File: src/flash_lock_params.svh
// Constants for the flash protection lock and status block
`ifndef FLASH_LOCK_PARAMS_SVH
`define FLASH_LOCK_PARAMS_SVH

// Opcodes served here
`define FL_OP_WR_STATUS 8'h01
`define FL_OP_RD_STATUS 8'h05

// Status byte field positions
`define FL_POS_LOCK 7
`define FL_POS_SEQ 6
`define FL_POS_SPARE 5
`define FL_POS_GUARD 4
`define FL_POS_SUM_HI 3
`define FL_POS_SUM_LO 2
`define FL_POS_LATCH 1
`define FL_POS_BUSY 0

// Protection summary codes
`define FL_SUM_NONE 2'h0
`define FL_SUM_SOME 2'h1
`define FL_SUM_ALL 2'h3

// Sector layout
`define FL_N_SECTORS 11
`define FL_SECT_IDX_W 4

// Reset values
`define FL_RST_LOCK 1'h0
`define FL_RST_LATCH 1'h0
`define FL_RST_SECT 1'h1
`define FL_RST_SO 1'h0
`define FL_RST_PINS 4'he
`define FL_RST_BYTE 8'h00

// Bit counting
`define FL_BIT_FIRST 3'h0
`define FL_BIT_LAST 3'h7
`define FL_BIT_STEP 3'h1

`endif

File: src/flash_lock_pkg.sv
// Types shared by the flash protection lock and status block
`include "flash_lock_params.svh"

package flash_lock_pkg;

    typedef struct packed {
        logic prot_table_lock;
        logic seq_prog_flag;
        logic spare_bit;
        logic guard_pin_state;
        logic [1:0] soft_prot_summary;
        logic write_latch;
        logic busy_flag;
    } status_flags_s;

    typedef struct packed {
        logic valid;
        logic set;
        logic [`FL_SECT_IDX_W-1:0] idx;
    } sector_cmd_s;

    typedef struct packed {
        logic guard_b;
        logic si;
        logic cs_b;
        logic sck;
    } serial_pins_s;

    typedef enum logic [4:0] {
        ST_IDLE = 5'h01,
        ST_OPCODE = 5'h02,
        ST_RD_STATUS = 5'h04,
        ST_WR_DATA = 5'h08,
        ST_IGNORE = 5'h10
    } serial_state_e;

endpackage : flash_lock_pkg

File: src/pin_sync.sv
// Two-stage synchroniser with edge detect for external pins
module pin_sync #(
    parameter int WIDTH = 4,
    parameter logic [WIDTH-1:0] RST_VAL = '1
) (
    input wire logic sys_clk_in,
    input wire logic rst_b_in,
    input wire logic clk_en_in,
    input wire logic [WIDTH-1:0] async_in,
    output logic [WIDTH-1:0] level_out,
    output logic [WIDTH-1:0] rise_out,
    output logic [WIDTH-1:0] fall_out
);

    logic [WIDTH-1:0] meta;
    logic [WIDTH-1:0] stable;
    logic [WIDTH-1:0] prev;

    // Only the second stage and later are looked at
    always_ff @(posedge sys_clk_in or negedge rst_b_in) begin
        if (!rst_b_in) begin
            meta <= RST_VAL;
            stable <= RST_VAL;
            prev <= RST_VAL;
        end else if (clk_en_in) begin
            meta <= async_in;
            stable <= meta;
            prev <= stable;
        end
    end

    assign level_out = stable;
    assign rise_out = stable & ~prev;
    assign fall_out = ~stable & prev;

endmodule : pin_sync

File: src/flash_protect_lock_status.sv
// Protection lock, status register and status read/write over the serial link
//
// Notes on behaviour
// RULE1: Hardware lock is on only when guard pin asserted and lock bit is one.
// RULE2: Hardware lock ignores protect, unprotect and status write; bits frozen.
// RULE3: Guard pin never changes sector bits; protected means bit one.
// RULE4: With guard asserted, a set lock bit clears only by reset.
// RULE5: With guard released, lock may still be set, then sector commands ignored.
// RULE6: Software lock (guard released, lock one) lets a status write clear lock.
// RULE7: Lock zero: lock may be set and sector commands run normally.
// RULE8: Status read is accepted at any time, even while busy.
// RULE9: After opcode 05h the device shifts one status bit per clock.
// RULE10: Status shifted MSB first, wrapping from bit 0 back to bit 7.
// RULE11: Each repeated status byte is sampled fresh from live state.
// RULE12: Select release ends the read at once and floats the output.
// RULE13: Bit 7 is the lock bit, writable, zero after reset.
// RULE14: Bit 6 is the read-only sequential programming flag.
// RULE15: Bit 4 reads zero while guard pin asserted, one when released.
// RULE16: Bits 3:2 give protection summary, 00 none, 01 some, 11 all.
// RULE17: Bit 1 is a read-only copy of the write-enable latch.
// RULE18: Bit 0 reads one while an internal operation runs.
// RULE19: Only bit 7 is changed by a status write.
// RULE20: Status write is opcode 01h plus one byte; only its bit 7 counts.
// RULE21: Clearing lock with guard asserted is ignored, latch still cleared.
// RULE22: Summary derived from sector bits: all zero, all one, else some.
// RULE23: Host drives the guard pin low to assert it.
`include "flash_lock_params.svh"

module flash_protect_lock_status
    import flash_lock_pkg::*;
#(
    parameter int N_SECTORS = `FL_N_SECTORS
) (
    input wire logic sys_clk_in,
    input wire logic rst_b_in,
    input wire logic clk_en_in,
    input wire logic sck_in,
    input wire logic cs_b_in,
    input wire logic si_in,
    input wire logic guard_b_in,
    input wire logic busy_in,
    input wire logic seq_prog_in,
    input wire logic latch_set_in,
    input wire logic latch_clr_in,
    input wire sector_cmd_s sector_cmd_in,
    output logic so_out,
    output logic so_oe_out,
    output status_flags_s status_out,
    output logic [N_SECTORS-1:0] sector_prot_out,
    output logic write_latch_out,
    output logic hw_lock_out
);

    // Summary of the sector protection bits
    function automatic logic [1:0] summarise(
        input logic [N_SECTORS-1:0] prot
    );
        logic [1:0] code;
        code = `FL_SUM_SOME;
        if (prot == '0) begin
            code = `FL_SUM_NONE;
        end else if (prot == '1) begin
            code = `FL_SUM_ALL;
        end
        return code;
    endfunction : summarise

    // Synchronised pins
    serial_pins_s pins_raw;
    serial_pins_s pins_lvl;
    serial_pins_s pins_rise;
    serial_pins_s pins_fall;

    assign pins_raw.guard_b = guard_b_in;
    assign pins_raw.si = si_in;
    assign pins_raw.cs_b = cs_b_in;
    assign pins_raw.sck = sck_in;

    // Pins come from the host's domain, so every one is resynchronised
    pin_sync #(
        .WIDTH($bits(serial_pins_s)),
        .RST_VAL(`FL_RST_PINS)
    ) u_pin_sync (
        .sys_clk_in(sys_clk_in),
        .rst_b_in(rst_b_in),
        .clk_en_in(clk_en_in),
        .async_in(pins_raw),
        .level_out(pins_lvl),
        .rise_out(pins_rise),
        .fall_out(pins_fall)
    );

    // State
    serial_state_e state;
    serial_state_e next_state;
    logic [2:0] bit_cnt;
    logic [7:0] shift;
    logic wr_full;
    logic wr_lock_val;
    logic [7:0] rd_shadow;
    logic [2:0] rd_idx;
    logic lock;
    logic write_latch;
    logic [N_SECTORS-1:0] sector_prot;

    // Pin events
    wire sck_rise = pins_rise.sck;
    wire sck_fall = pins_fall.sck;
    wire cs_start = pins_fall.cs_b;
    wire cs_end = pins_rise.cs_b;
    wire si_bit = pins_lvl.si;
    wire guard_asserted = ~pins_lvl.guard_b;

    // State decode
    wire in_idle = (state == ST_IDLE);
    wire in_opcode = (state == ST_OPCODE);
    wire in_rd = (state == ST_RD_STATUS);
    wire in_wr = (state == ST_WR_DATA);

    // Shift path
    wire [7:0] shift_in = {shift[6:0], si_bit};
    wire last_bit = (bit_cnt == `FL_BIT_LAST);
    wire byte_done = sck_rise & last_bit;
    wire op_done = in_opcode & byte_done & ~cs_end;
    wire is_rd_op = (shift_in == `FL_OP_RD_STATUS);
    wire is_wr_op = (shift_in == `FL_OP_WR_STATUS);
    wire shift_en = sck_rise & (in_opcode | (in_wr & ~wr_full));
    wire [2:0] next_bit_cnt = cs_start ? `FL_BIT_FIRST
        : shift_en ? bit_cnt + `FL_BIT_STEP : bit_cnt;
    wire [7:0] next_shift = cs_start ? `FL_RST_BYTE
        : shift_en ? shift_in : shift;

    // Locking decode
    wire hw_lock = guard_asserted & lock; // RULE1

    // Status write: only data bit 7 is used
    wire wr_catch = in_wr & ~wr_full & byte_done;
    wire next_wr_full = cs_start ? 1'h0 : (wr_full | wr_catch);
    wire next_wr_lock_val = wr_catch ? shift_in[`FL_POS_LOCK] : wr_lock_val; // RULE20
    // Opcode taken in full, so the latch clears whether it runs or aborts
    wire wsr_end = in_wr & cs_end;
    wire clear_blocked = guard_asserted & ~wr_lock_val; // RULE4 RULE21
    wire wsr_allowed = ~hw_lock & ~clear_blocked; // RULE2 RULE6 RULE7
    wire wsr_exec = wsr_end & wr_full & write_latch & wsr_allowed;
    wire next_lock = wsr_exec ? wr_lock_val : lock; // RULE13 RULE19

    // Sector commands from the program/erase engines
    // Lock one covers both hardware and software locking
    wire sect_ok = write_latch & ~lock; // RULE2 RULE5 RULE7
    wire sect_exec = sector_cmd_in.valid & sect_ok;
    logic [N_SECTORS-1:0] next_sector_prot;

    genvar gi;
    generate
        for (gi = 0; gi < N_SECTORS; gi++) begin : g_sect
            wire hit = sect_exec
                & (sector_cmd_in.idx == `FL_SECT_IDX_W'(gi));
            // Guard pin is not in this path at all
            assign next_sector_prot[gi] = hit ? sector_cmd_in.set
                : sector_prot[gi]; // RULE3
        end
    endgenerate

    // Write-enable latch; a set in the same cycle as a clear wins
    wire latch_clear = latch_clr_in | wsr_end | sector_cmd_in.valid; // RULE21
    wire next_write_latch = latch_set_in | (write_latch & ~latch_clear);

    // Live status byte, rebuilt every cycle
    status_flags_s live_status;
    assign live_status.prot_table_lock = lock; // RULE13
    assign live_status.seq_prog_flag = seq_prog_in; // RULE14
    assign live_status.spare_bit = 1'h0;
    assign live_status.guard_pin_state = pins_lvl.guard_b; // RULE15
    assign live_status.soft_prot_summary = summarise(sector_prot); // RULE16 RULE22
    assign live_status.write_latch = write_latch; // RULE17
    assign live_status.busy_flag = busy_in; // RULE18

    // Status read path
    wire rd_enter = op_done & is_rd_op; // RULE8 RULE9
    wire rd_shift = in_rd & sck_fall & ~cs_end;
    wire rd_wrap = (rd_idx == `FL_BIT_FIRST);
    // A fresh copy is taken as bit 0 leaves, so busy changes show next pass
    wire rd_reload = rd_enter | (rd_shift & rd_wrap); // RULE11
    wire [7:0] next_rd_shadow = rd_reload ? live_status : rd_shadow;
    wire [2:0] next_rd_idx = rd_reload ? `FL_BIT_LAST
        : rd_shift ? rd_idx - `FL_BIT_STEP : rd_idx; // RULE10
    wire next_so = rd_shift ? rd_shadow[rd_idx] : so_out; // RULE9 RULE10
    wire next_so_oe = (cs_end | pins_lvl.cs_b) ? 1'h0
        : (rd_shift | so_oe_out); // RULE12

    // Command sequencer
    always_comb begin
        next_state = state;
        case (state)
            ST_IDLE: begin
                if (cs_start) begin
                    next_state = ST_OPCODE;
                end
            end
            ST_OPCODE: begin
                if (cs_end) begin
                    next_state = ST_IDLE;
                end else if (byte_done) begin
                    if (is_rd_op) begin
                        next_state = ST_RD_STATUS;
                    end else if (is_wr_op) begin
                        next_state = ST_WR_DATA;
                    end else begin
                        next_state = ST_IGNORE;
                    end
                end
            end
            ST_RD_STATUS: begin
                if (cs_end) begin
                    next_state = ST_IDLE; // RULE12
                end
            end
            ST_WR_DATA: begin
                if (cs_end) begin
                    next_state = ST_IDLE;
                end
            end
            ST_IGNORE: begin
                if (cs_end) begin
                    next_state = ST_IDLE;
                end
            end
            default: begin
                next_state = ST_IDLE;
            end
        endcase
    end

    always_ff @(posedge sys_clk_in or negedge rst_b_in) begin
        if (!rst_b_in) begin
            state <= ST_IDLE;
        end else if (clk_en_in) begin
            state <= next_state;
        end
    end

    always_ff @(posedge sys_clk_in or negedge rst_b_in) begin
        if (!rst_b_in) begin
            bit_cnt <= `FL_BIT_FIRST;
            shift <= `FL_RST_BYTE;
        end else if (clk_en_in) begin
            bit_cnt <= next_bit_cnt;
            shift <= next_shift;
        end
    end

    always_ff @(posedge sys_clk_in or negedge rst_b_in) begin
        if (!rst_b_in) begin
            wr_full <= 1'h0;
        end else if (clk_en_in) begin
            wr_full <= next_wr_full;
        end
    end

    always_ff @(posedge sys_clk_in or negedge rst_b_in) begin
        if (!rst_b_in) begin
            wr_lock_val <= `FL_RST_LOCK;
        end else if (clk_en_in) begin
            wr_lock_val <= next_wr_lock_val;
        end
    end

    // Only reset brings the lock back to zero once guard holds it
    always_ff @(posedge sys_clk_in or negedge rst_b_in) begin
        if (!rst_b_in) begin
            lock <= `FL_RST_LOCK;
        end else if (clk_en_in) begin
            lock <= next_lock; // RULE4
        end
    end

    always_ff @(posedge sys_clk_in or negedge rst_b_in) begin
        if (!rst_b_in) begin
            write_latch <= `FL_RST_LATCH;
        end else if (clk_en_in) begin
            write_latch <= next_write_latch;
        end
    end

    always_ff @(posedge sys_clk_in or negedge rst_b_in) begin
        if (!rst_b_in) begin
            sector_prot <= {N_SECTORS{`FL_RST_SECT}};
        end else if (clk_en_in) begin
            sector_prot <= next_sector_prot;
        end
    end

    always_ff @(posedge sys_clk_in or negedge rst_b_in) begin
        if (!rst_b_in) begin
            rd_shadow <= `FL_RST_BYTE;
        end else if (clk_en_in) begin
            rd_shadow <= next_rd_shadow;
        end
    end

    always_ff @(posedge sys_clk_in or negedge rst_b_in) begin
        if (!rst_b_in) begin
            rd_idx <= `FL_BIT_LAST;
        end else if (clk_en_in) begin
            rd_idx <= next_rd_idx;
        end
    end

    // Output does not idle at a stale bit: enable drops with select
    always_ff @(posedge sys_clk_in or negedge rst_b_in) begin
        if (!rst_b_in) begin
            so_out <= `FL_RST_SO;
            so_oe_out <= 1'h0;
        end else if (clk_en_in) begin
            so_out <= next_so;
            so_oe_out <= next_so_oe;
        end
    end

    // Registered copies for the engines and for observation
    always_ff @(posedge sys_clk_in or negedge rst_b_in) begin
        if (!rst_b_in) begin
            status_out <= '0;
            sector_prot_out <= {N_SECTORS{`FL_RST_SECT}};
            write_latch_out <= `FL_RST_LATCH;
            hw_lock_out <= 1'h0;
        end else if (clk_en_in) begin
            status_out <= live_status;
            sector_prot_out <= sector_prot;
            write_latch_out <= write_latch;
            hw_lock_out <= hw_lock;
        end
    end

endmodule : flash_protect_lock_status

File: config.mk
export PLATFORM = sky130hd
export DESIGN_NAME = flash_protect_lock_status
export DESIGN_NICKNAME = d
export VERILOG_FILES = /design/src/flash_lock_pkg.sv /design/src/pin_sync.sv /design/src/flash_protect_lock_status.sv
export VERILOG_INCLUDE_DIRS = /design/src
export SDC_FILE = /design/constraint.sdc
export NUM_CORES = 1
export LEC_CHECK = 0
export CAP_MARGIN = 30
export CORE_ASPECT_RATIO = 0.75
export CORE_MARGIN = 2
export CORE_UTILIZATION = 63
export DETAILED_ROUTE_END_ITERATION = 10
export DONT_BUFFER_PORTS = 1
export HOLD_SLACK_MARGIN = 0.08
export PLACE_DENSITY = 0.83
export SLEW_MARGIN = 15
export SYNTH_ARGS = -nofsm -noshare
export SYNTH_HDL_FRONTEND = slang
export SYNTH_SLANG_ARGS = --single-unit
File: constraint.sdc
create_clock -name sys_clk_in -period 2.75 [get_ports sys_clk_in]
set_clock_uncertainty 0.15 [all_clocks]
set_input_delay 0.55 -clock sys_clk_in [delete_from_list [all_inputs] [get_ports sys_clk_in]]
set_output_delay 0.55 -clock sys_clk_in [all_outputs]
set_load 0.005 [all_outputs]
Word level (Yosys, flattened, before mapping)

Index checks and enable logic that the tools add are counted.

$add $sub $neg: 2
Magnitude comparators: 1
Eq/ne operators: 22
Multiplexer cells: 19
Bitwise logic cells: 51
Reduce and logical (&&, ||, !) cells: 24

Operator list:

| kind                                                 | count |
|---|---|
| AND reduction 2 bit                                  | 17 |
| bitwise AND 1 bit                                    | 31 |
| 2-to-1 mux 5 bit                                     | 6 |
| equality test 4 x 3 -> 1 bit (second input constant) | 4 |
| case mux 5 bit (3 select lines)                      | 1 |
| 2-to-1 mux 7 bit                                     | 2 |
| equality test 4 bit (second input constant)          | 3 |
| 2-to-1 mux 3 bit                                     | 4 |
| equality test 11 bit (second input constant)         | 1 |
| logical NOT 11 bit                                   | 1 |
| equality test 4 x 2 -> 1 bit (second input constant) | 2 |
| equality test 8 x 1 -> 1 bit (second input constant) | 1 |
| equality test 8 x 3 -> 1 bit (second input constant) | 1 |
| inverter 1 bit                                       | 8 |
| bitwise OR 1 bit                                     | 8 |
| equality test 5 x 1 -> 1 bit (second input constant) | 1 |
| equality test 5 x 2 -> 1 bit (second input constant) | 1 |
| equality test 5 x 3 -> 1 bit (second input constant) | 1 |
| equality test 5 x 4 -> 1 bit (second input constant) | 1 |
| equality test 5 bit (second input constant)          | 1 |
| bitwise AND 2 bit                                    | 2 |
| equality test 4 x 1 -> 1 bit (second input constant) | 1 |
| logical NOT 4 bit                                    | 1 |
| < comparator 3 x 4 -> 1 bit (second input constant)  | 1 |
| other kinds (14)                                     | 19 |

Bits in registers: 71
Word-level logic and storage cells: 152

Depth between registers and ports, before layout

Word-level depth: 9
Gate-level depth with buffers: 7
Depth with buffers taken out: 7

Cells and area by module

A second synthesis with hierarchy kept.

Cells, all modules: 272
Area, all modules: 3523.4 µm²

By module, submodules not included:

| module                    | instances | cells each | area each (µm²) | seq. area each (µm²) |
|---|---|---|---|---|
| flash_protect_lock_status | 1         | 239        | 2977.9          | 1559.0 |
| pin_sync                  | 1         | 33         | 545.5           | 311.5 |

Worst setup path before layout

Ideal clock, no wire load.

Path kind: input port to flip-flop
Start point: input clk_en_in
End point: register status_out[0] (netlist name)
Data arrival time: 1.797 ns
Data required time: 2.475 ns
Slack: 0.678 ns
Cell stages on the path: 4
Buffers on the path: 3
Path through: clkbuf_1 clkbuf_1 clkbuf_1 mux2_2

RTL lines:

| item                   | line                             | RTL |
|---|---|---|
| start: declaration     | flash_protect_lock_status.sv:36  | `input wire logic clk_en_in,` |
| end signal: assignment | flash_protect_lock_status.sv:328 | `status_out <= live_status;` |
| end: declaration       | flash_protect_lock_status.sv:48  | `output status_flags_s status_out,` |

No word-level cell between the ends.

Worst setup path after layout

Start point: register state[2]
End point: register bit_cnt[0]

Longest elaborated chain between the ends: 6
Elaborated cells on any way between the ends: 7

Ends and longest elaborated chain:

| item                              | line                             | RTL |
|---|---|---|
| start: declaration                | flash_protect_lock_status.sv:94  | `serial_state_e state;` |
| start signal: assignment          | flash_protect_lock_status.sv:238 | `state <= next_state;` |
| equality test 5 x 4 -> 1 bit      | flash_protect_lock_status.sv:118 | `wire in_wr = (state == ST_WR_DATA);` |
| bitwise AND 1 bit                 | flash_protect_lock_status.sv:127 | `wire shift_en = sck_rise & (in_opcode \| (in_wr & ~wr_full));` |
| bitwise OR 1 bit (*)              | flash_protect_lock_status.sv:127 |  |
| bitwise AND 1 bit (*)             | flash_protect_lock_status.sv:127 |  |
| nonzero test 2 bit (no line) (*)  | --                               |  |
| AND reduction 2 bit (no line) (*) | --                               |  |
| end signal: assignment            | flash_protect_lock_status.sv:244 | `` bit_cnt <= `FL_BIT_FIRST; `` |
| end signal: assignment            | flash_protect_lock_status.sv:247 | `bit_cnt <= next_bit_cnt;` |
| end: declaration                  | flash_protect_lock_status.sv:96  | `logic [2:0] bit_cnt;` |

Every way passes the cells marked *; elsewhere a longest branch is shown, timed or not.
A chain may end at the register's enable or synchronous reset.

==> results.md <==
* Pin count of the biggest net entering global routing at just over 70
* Die Wd at around 87 um
* Internal Power at between 2 and 2.5 mW
* DRT iter0 DRCs at 264
* Avg WL per Cell at 19.1 um
* Post-synthesis compound-gate area fraction at 0.0800
* Worst-Margin Slew at ~700 ps
* Syn-to-layout area delta at 10.3%
* RSZ-0062 raised after global routing: no
* Xor and xnor area share after synthesis at 0.00268
* Vias in the first global route at roughly 2,000
* Largest fanout on the critical path at 10
* Post-Syn Nets at about 280
* N_diodes at 0
* Yosys cell types at 48
* Initial antenna violation count at 0
* Final setup violation count at 0
* Boundary Pins at 40
* # H-tree levels at 3
* Final min period at between 2000 and 2500 ps
* Cell area after synthesis at around 3300 sq um
* Largest cells by area after synthesis: dfrtp_1 29%, dfstp_2 27%, mux2_2 18%
* Worst EP arrival at ~2400 ps
* Pleak at about 1.5 nW
* Detailed Routing Iterations Pass 1 at 4
* CTS tree: built
* Reg-to-reg critical path startpoint: state[2]
* Final Cycle Share at 0.830
* Clock transition at the registers of the reported paths at ~80 ps
* Critical path capture point type: flip-flop
* Rows at 22
* Final WL at ~6300 um
* CTS Buf Count at 9
* Logic gate share of total power at 0.137
* Fraction of layout cells with a size suffix above 1 at 0.413
* Post-synth top area cell: dfrtp_1
* Sequential area share after synthesis at 0.556
* Synthesized area per cell at between 10 and 15 sq um
* Max Slew Vio Count at 0
* Mux cell area share after synthesis at 0.186
* Status: finished, final reports clean
* Resized Gates After CTS at 0
* Num Clock Sinks at slightly above 70
* Power per cell area at between 700 and 800 nW/um^2
* GRT Resource Usage Total at 0.235
* Slew Limit Headroom at 0.532
* Root Driver: clkbuf_8
* Clk_lat worst skew at between 300 and 400 ps
* Hold Violations, Final at 0
* Via count at 2,091
* Synth Instances at 260
* Gpl congestion at 0.918
* Die area at 5790 sq um
* First-pass GRT wire length at 10,100 um
* Adder-cell share of the synthesized area at 0.0153
* Largest family of logic cells by synthesized area: multiplexers
* Sequential power share at 0.482
* TNS Setup at 0 ps
* Achievable Freq at around 440 MHz
* Initial Util at 0.660
* Synth Area in Simple Gates at 0.142
* Worst setup SP type: flip-flop
* HPWL after detailed placement at 4150 um
* IO Port Bufs at 0
* WS Path Type: reg -> reg
* Fin nets at about 290
* Overflow after GRT at 0
* Share of the synthesized area in the top cell type at 0.291
* Max-cap violations at 0
* Post-synthesis register bit count at 71
* Vias per inst at 6.36
* Setup bufs post-CTS at 0
* Core footprint at ~5000 sq um
* Hold_ws at 153 ps
* Post-route antenna net violation count at 0
* VDD IR max at around 0.0006 V
* Worst setup path start: state[2]
* Hold Crit Class: in -> reg
* Sw Pwr at 0.699 mW
* Die Ht at 66.4 um
* Clock Path Buffers at 2
* Clock Power Share at 0.381
* HP Start: sector_cmd_in[4]
* Syn. warnings at 0
* Worst EP required at 2830 ps
* Sw Share at 0.249
* DR DRC count at 0
==> kinds of logic (layout without fill, tap and decap cells) <==
group | after synthesis | in the layout
mux | 53 | 53
buf+inv | 13 | 22
flops | 71 | 71
simple gates | 83 | 83
xor+xnor | 1 | 1
other cells | 1 | 1
fa+ha+maj | 4 | 4
compound gates | 34 | 34
==> path summary, 6_finish.rpt <==
check                            endpoint  slack, ps  cells after the start
hold / removal             sector_prot[6]        150                      2
hold reg to reg                      lock        350                      1
setup reg to reg               bit_cnt[0]        470                      4
min in group asynchronous       so_oe_out        610                      2
setup / recovery               bit_cnt[0]        470                      4
max in group asynchronous  sector_prot[0]       1530                      2
==> state kept, by name (all words and copies together) (netlist names), 2 cells and up <==
signal / count
rd_shadow: 7
u_pin_sync.level_out: 4
bit_cnt: 3
u_pin_sync.meta: 4
u_pin_sync.prev: 2
rd_idx: 3
sector_prot_out: 11
sector_prot: 11
shift: 7
status_out: 6
state: 5
==> cells in the final DEF (no fill, tap or decap), types with 6 or more instances in the layout <==
cell | netlist | routed
o21ai_0 | 7 | 7
a22o_1 | 9 | 9
dfrtp_1 | 38 | 38
dfstp_2 | 33 | 33
nand3_1 | 7 | 7
clkbuf_8 | 0 | 10
nand2_1 | 11 | 11
nor2_1 | 25 | 25
nand3b_1 | 6 | 6
mux2_2 | 51 | 51
nor3_1 | 6 | 6
==> what timing repair did <==
item                                    CTS  global route
endpoints found under the hold margin    71             0
endpoints found under the setup margin    0             0
hold buffers                              2             0
==> layer usage <==
layer	GRT usage	up-vias	wire length, um
met5	0	-	0
met4	0.0712	0	53
met3	0.0849	6	411
met2	0.323	74	2740
met1	0.349	1052	3080
li1	-	959	-
==> area by class of cell <==
cell class,count,area (sq um)
Sequential cell,71,1820
Multi-Input combinational cell,176,1390
Fill cell,320,1350
Clock buffer,12,166
Clock inverter,4,98.8
Tap cell,60,75.1
Timing Repair Buffer,2,37.5
Inverter,4,15.0
==> critical path, stage by stage, from the launching register on <==
cell	delay [ps]
dfrtp_1	450
nor3_1	410
nor4bb_1	490
o21ai_1	320
mux2_2	360
==> power groups by stage <==
stage / Combinational (mW) / Sequential (mW) / Clock, mW
finish: 0.384 / 1.35 / 1.07
global route: 0.421 / 1.37 / 1.14
CTS: 0.385 / 1.35 / 1.10
detailed placement: 0.350 / 1.36 / 0
global placement: 0.340 / 1.36 / 0
floorplan: 0.318 / 1.32 / 0
==> metrics by stage <==
stage | power [mW] | std cells | area, sq um | setup slack (ps) | util
floorplan | 1.64 | 260 | 3270 | 678 | -
global placement | 1.70 | 311 | 3300 | 658 | 0.666
detailed placement | 1.71 | 311 | 3300 | 582 | 0.666
CTS | 2.83 | 329 | 3600 | 482 | 0.728
global route | 2.93 | 329 | 3600 | 322 | 0.728
finish | 2.80 | 329 | 3600 | 467 | 0.728
==> cells in the mapped netlist, drive strengths merged <==
| cell | count |
|---|---|
| a21bo | 1 |
| a2bb2oi | 1 |
| a21oi | 4 |
| nor4bb | 1 |
| a31oi | 4 |
| o2bb2ai | 1 |
| ha | 4 |
| xor2 | 1 |
| buf | 4 |
| nand2 | 11 |
| conb | 1 |
| nor3b | 3 |
| dfrtp | 38 |
| or3b | 1 |
| mux2 | 51 |
| a211oi | 1 |
| inv | 4 |
| and3b | 2 |
| nor2 | 25 |
| or4 | 1 |
| a22o | 11 |
| clkbuf | 5 |
| nand2b | 2 |
| o211ai | 2 |
| nor2b | 2 |
| nor3 | 6 |
| nor4 | 2 |
| o31ai | 1 |
| mux4 | 1 |
| nand4 | 3 |
| nand3 | 7 |
| nand3b | 6 |
| or2 | 1 |
| and3 | 5 |
| and2 | 1 |
| or2b | 1 |
| nor4b | 1 |
| mux2i | 1 |
| and4 | 1 |
| dfstp | 33 |
| o21ai | 8 |
| or3 | 1 |
Note: power is estimated with default switching activity, not from simulation.
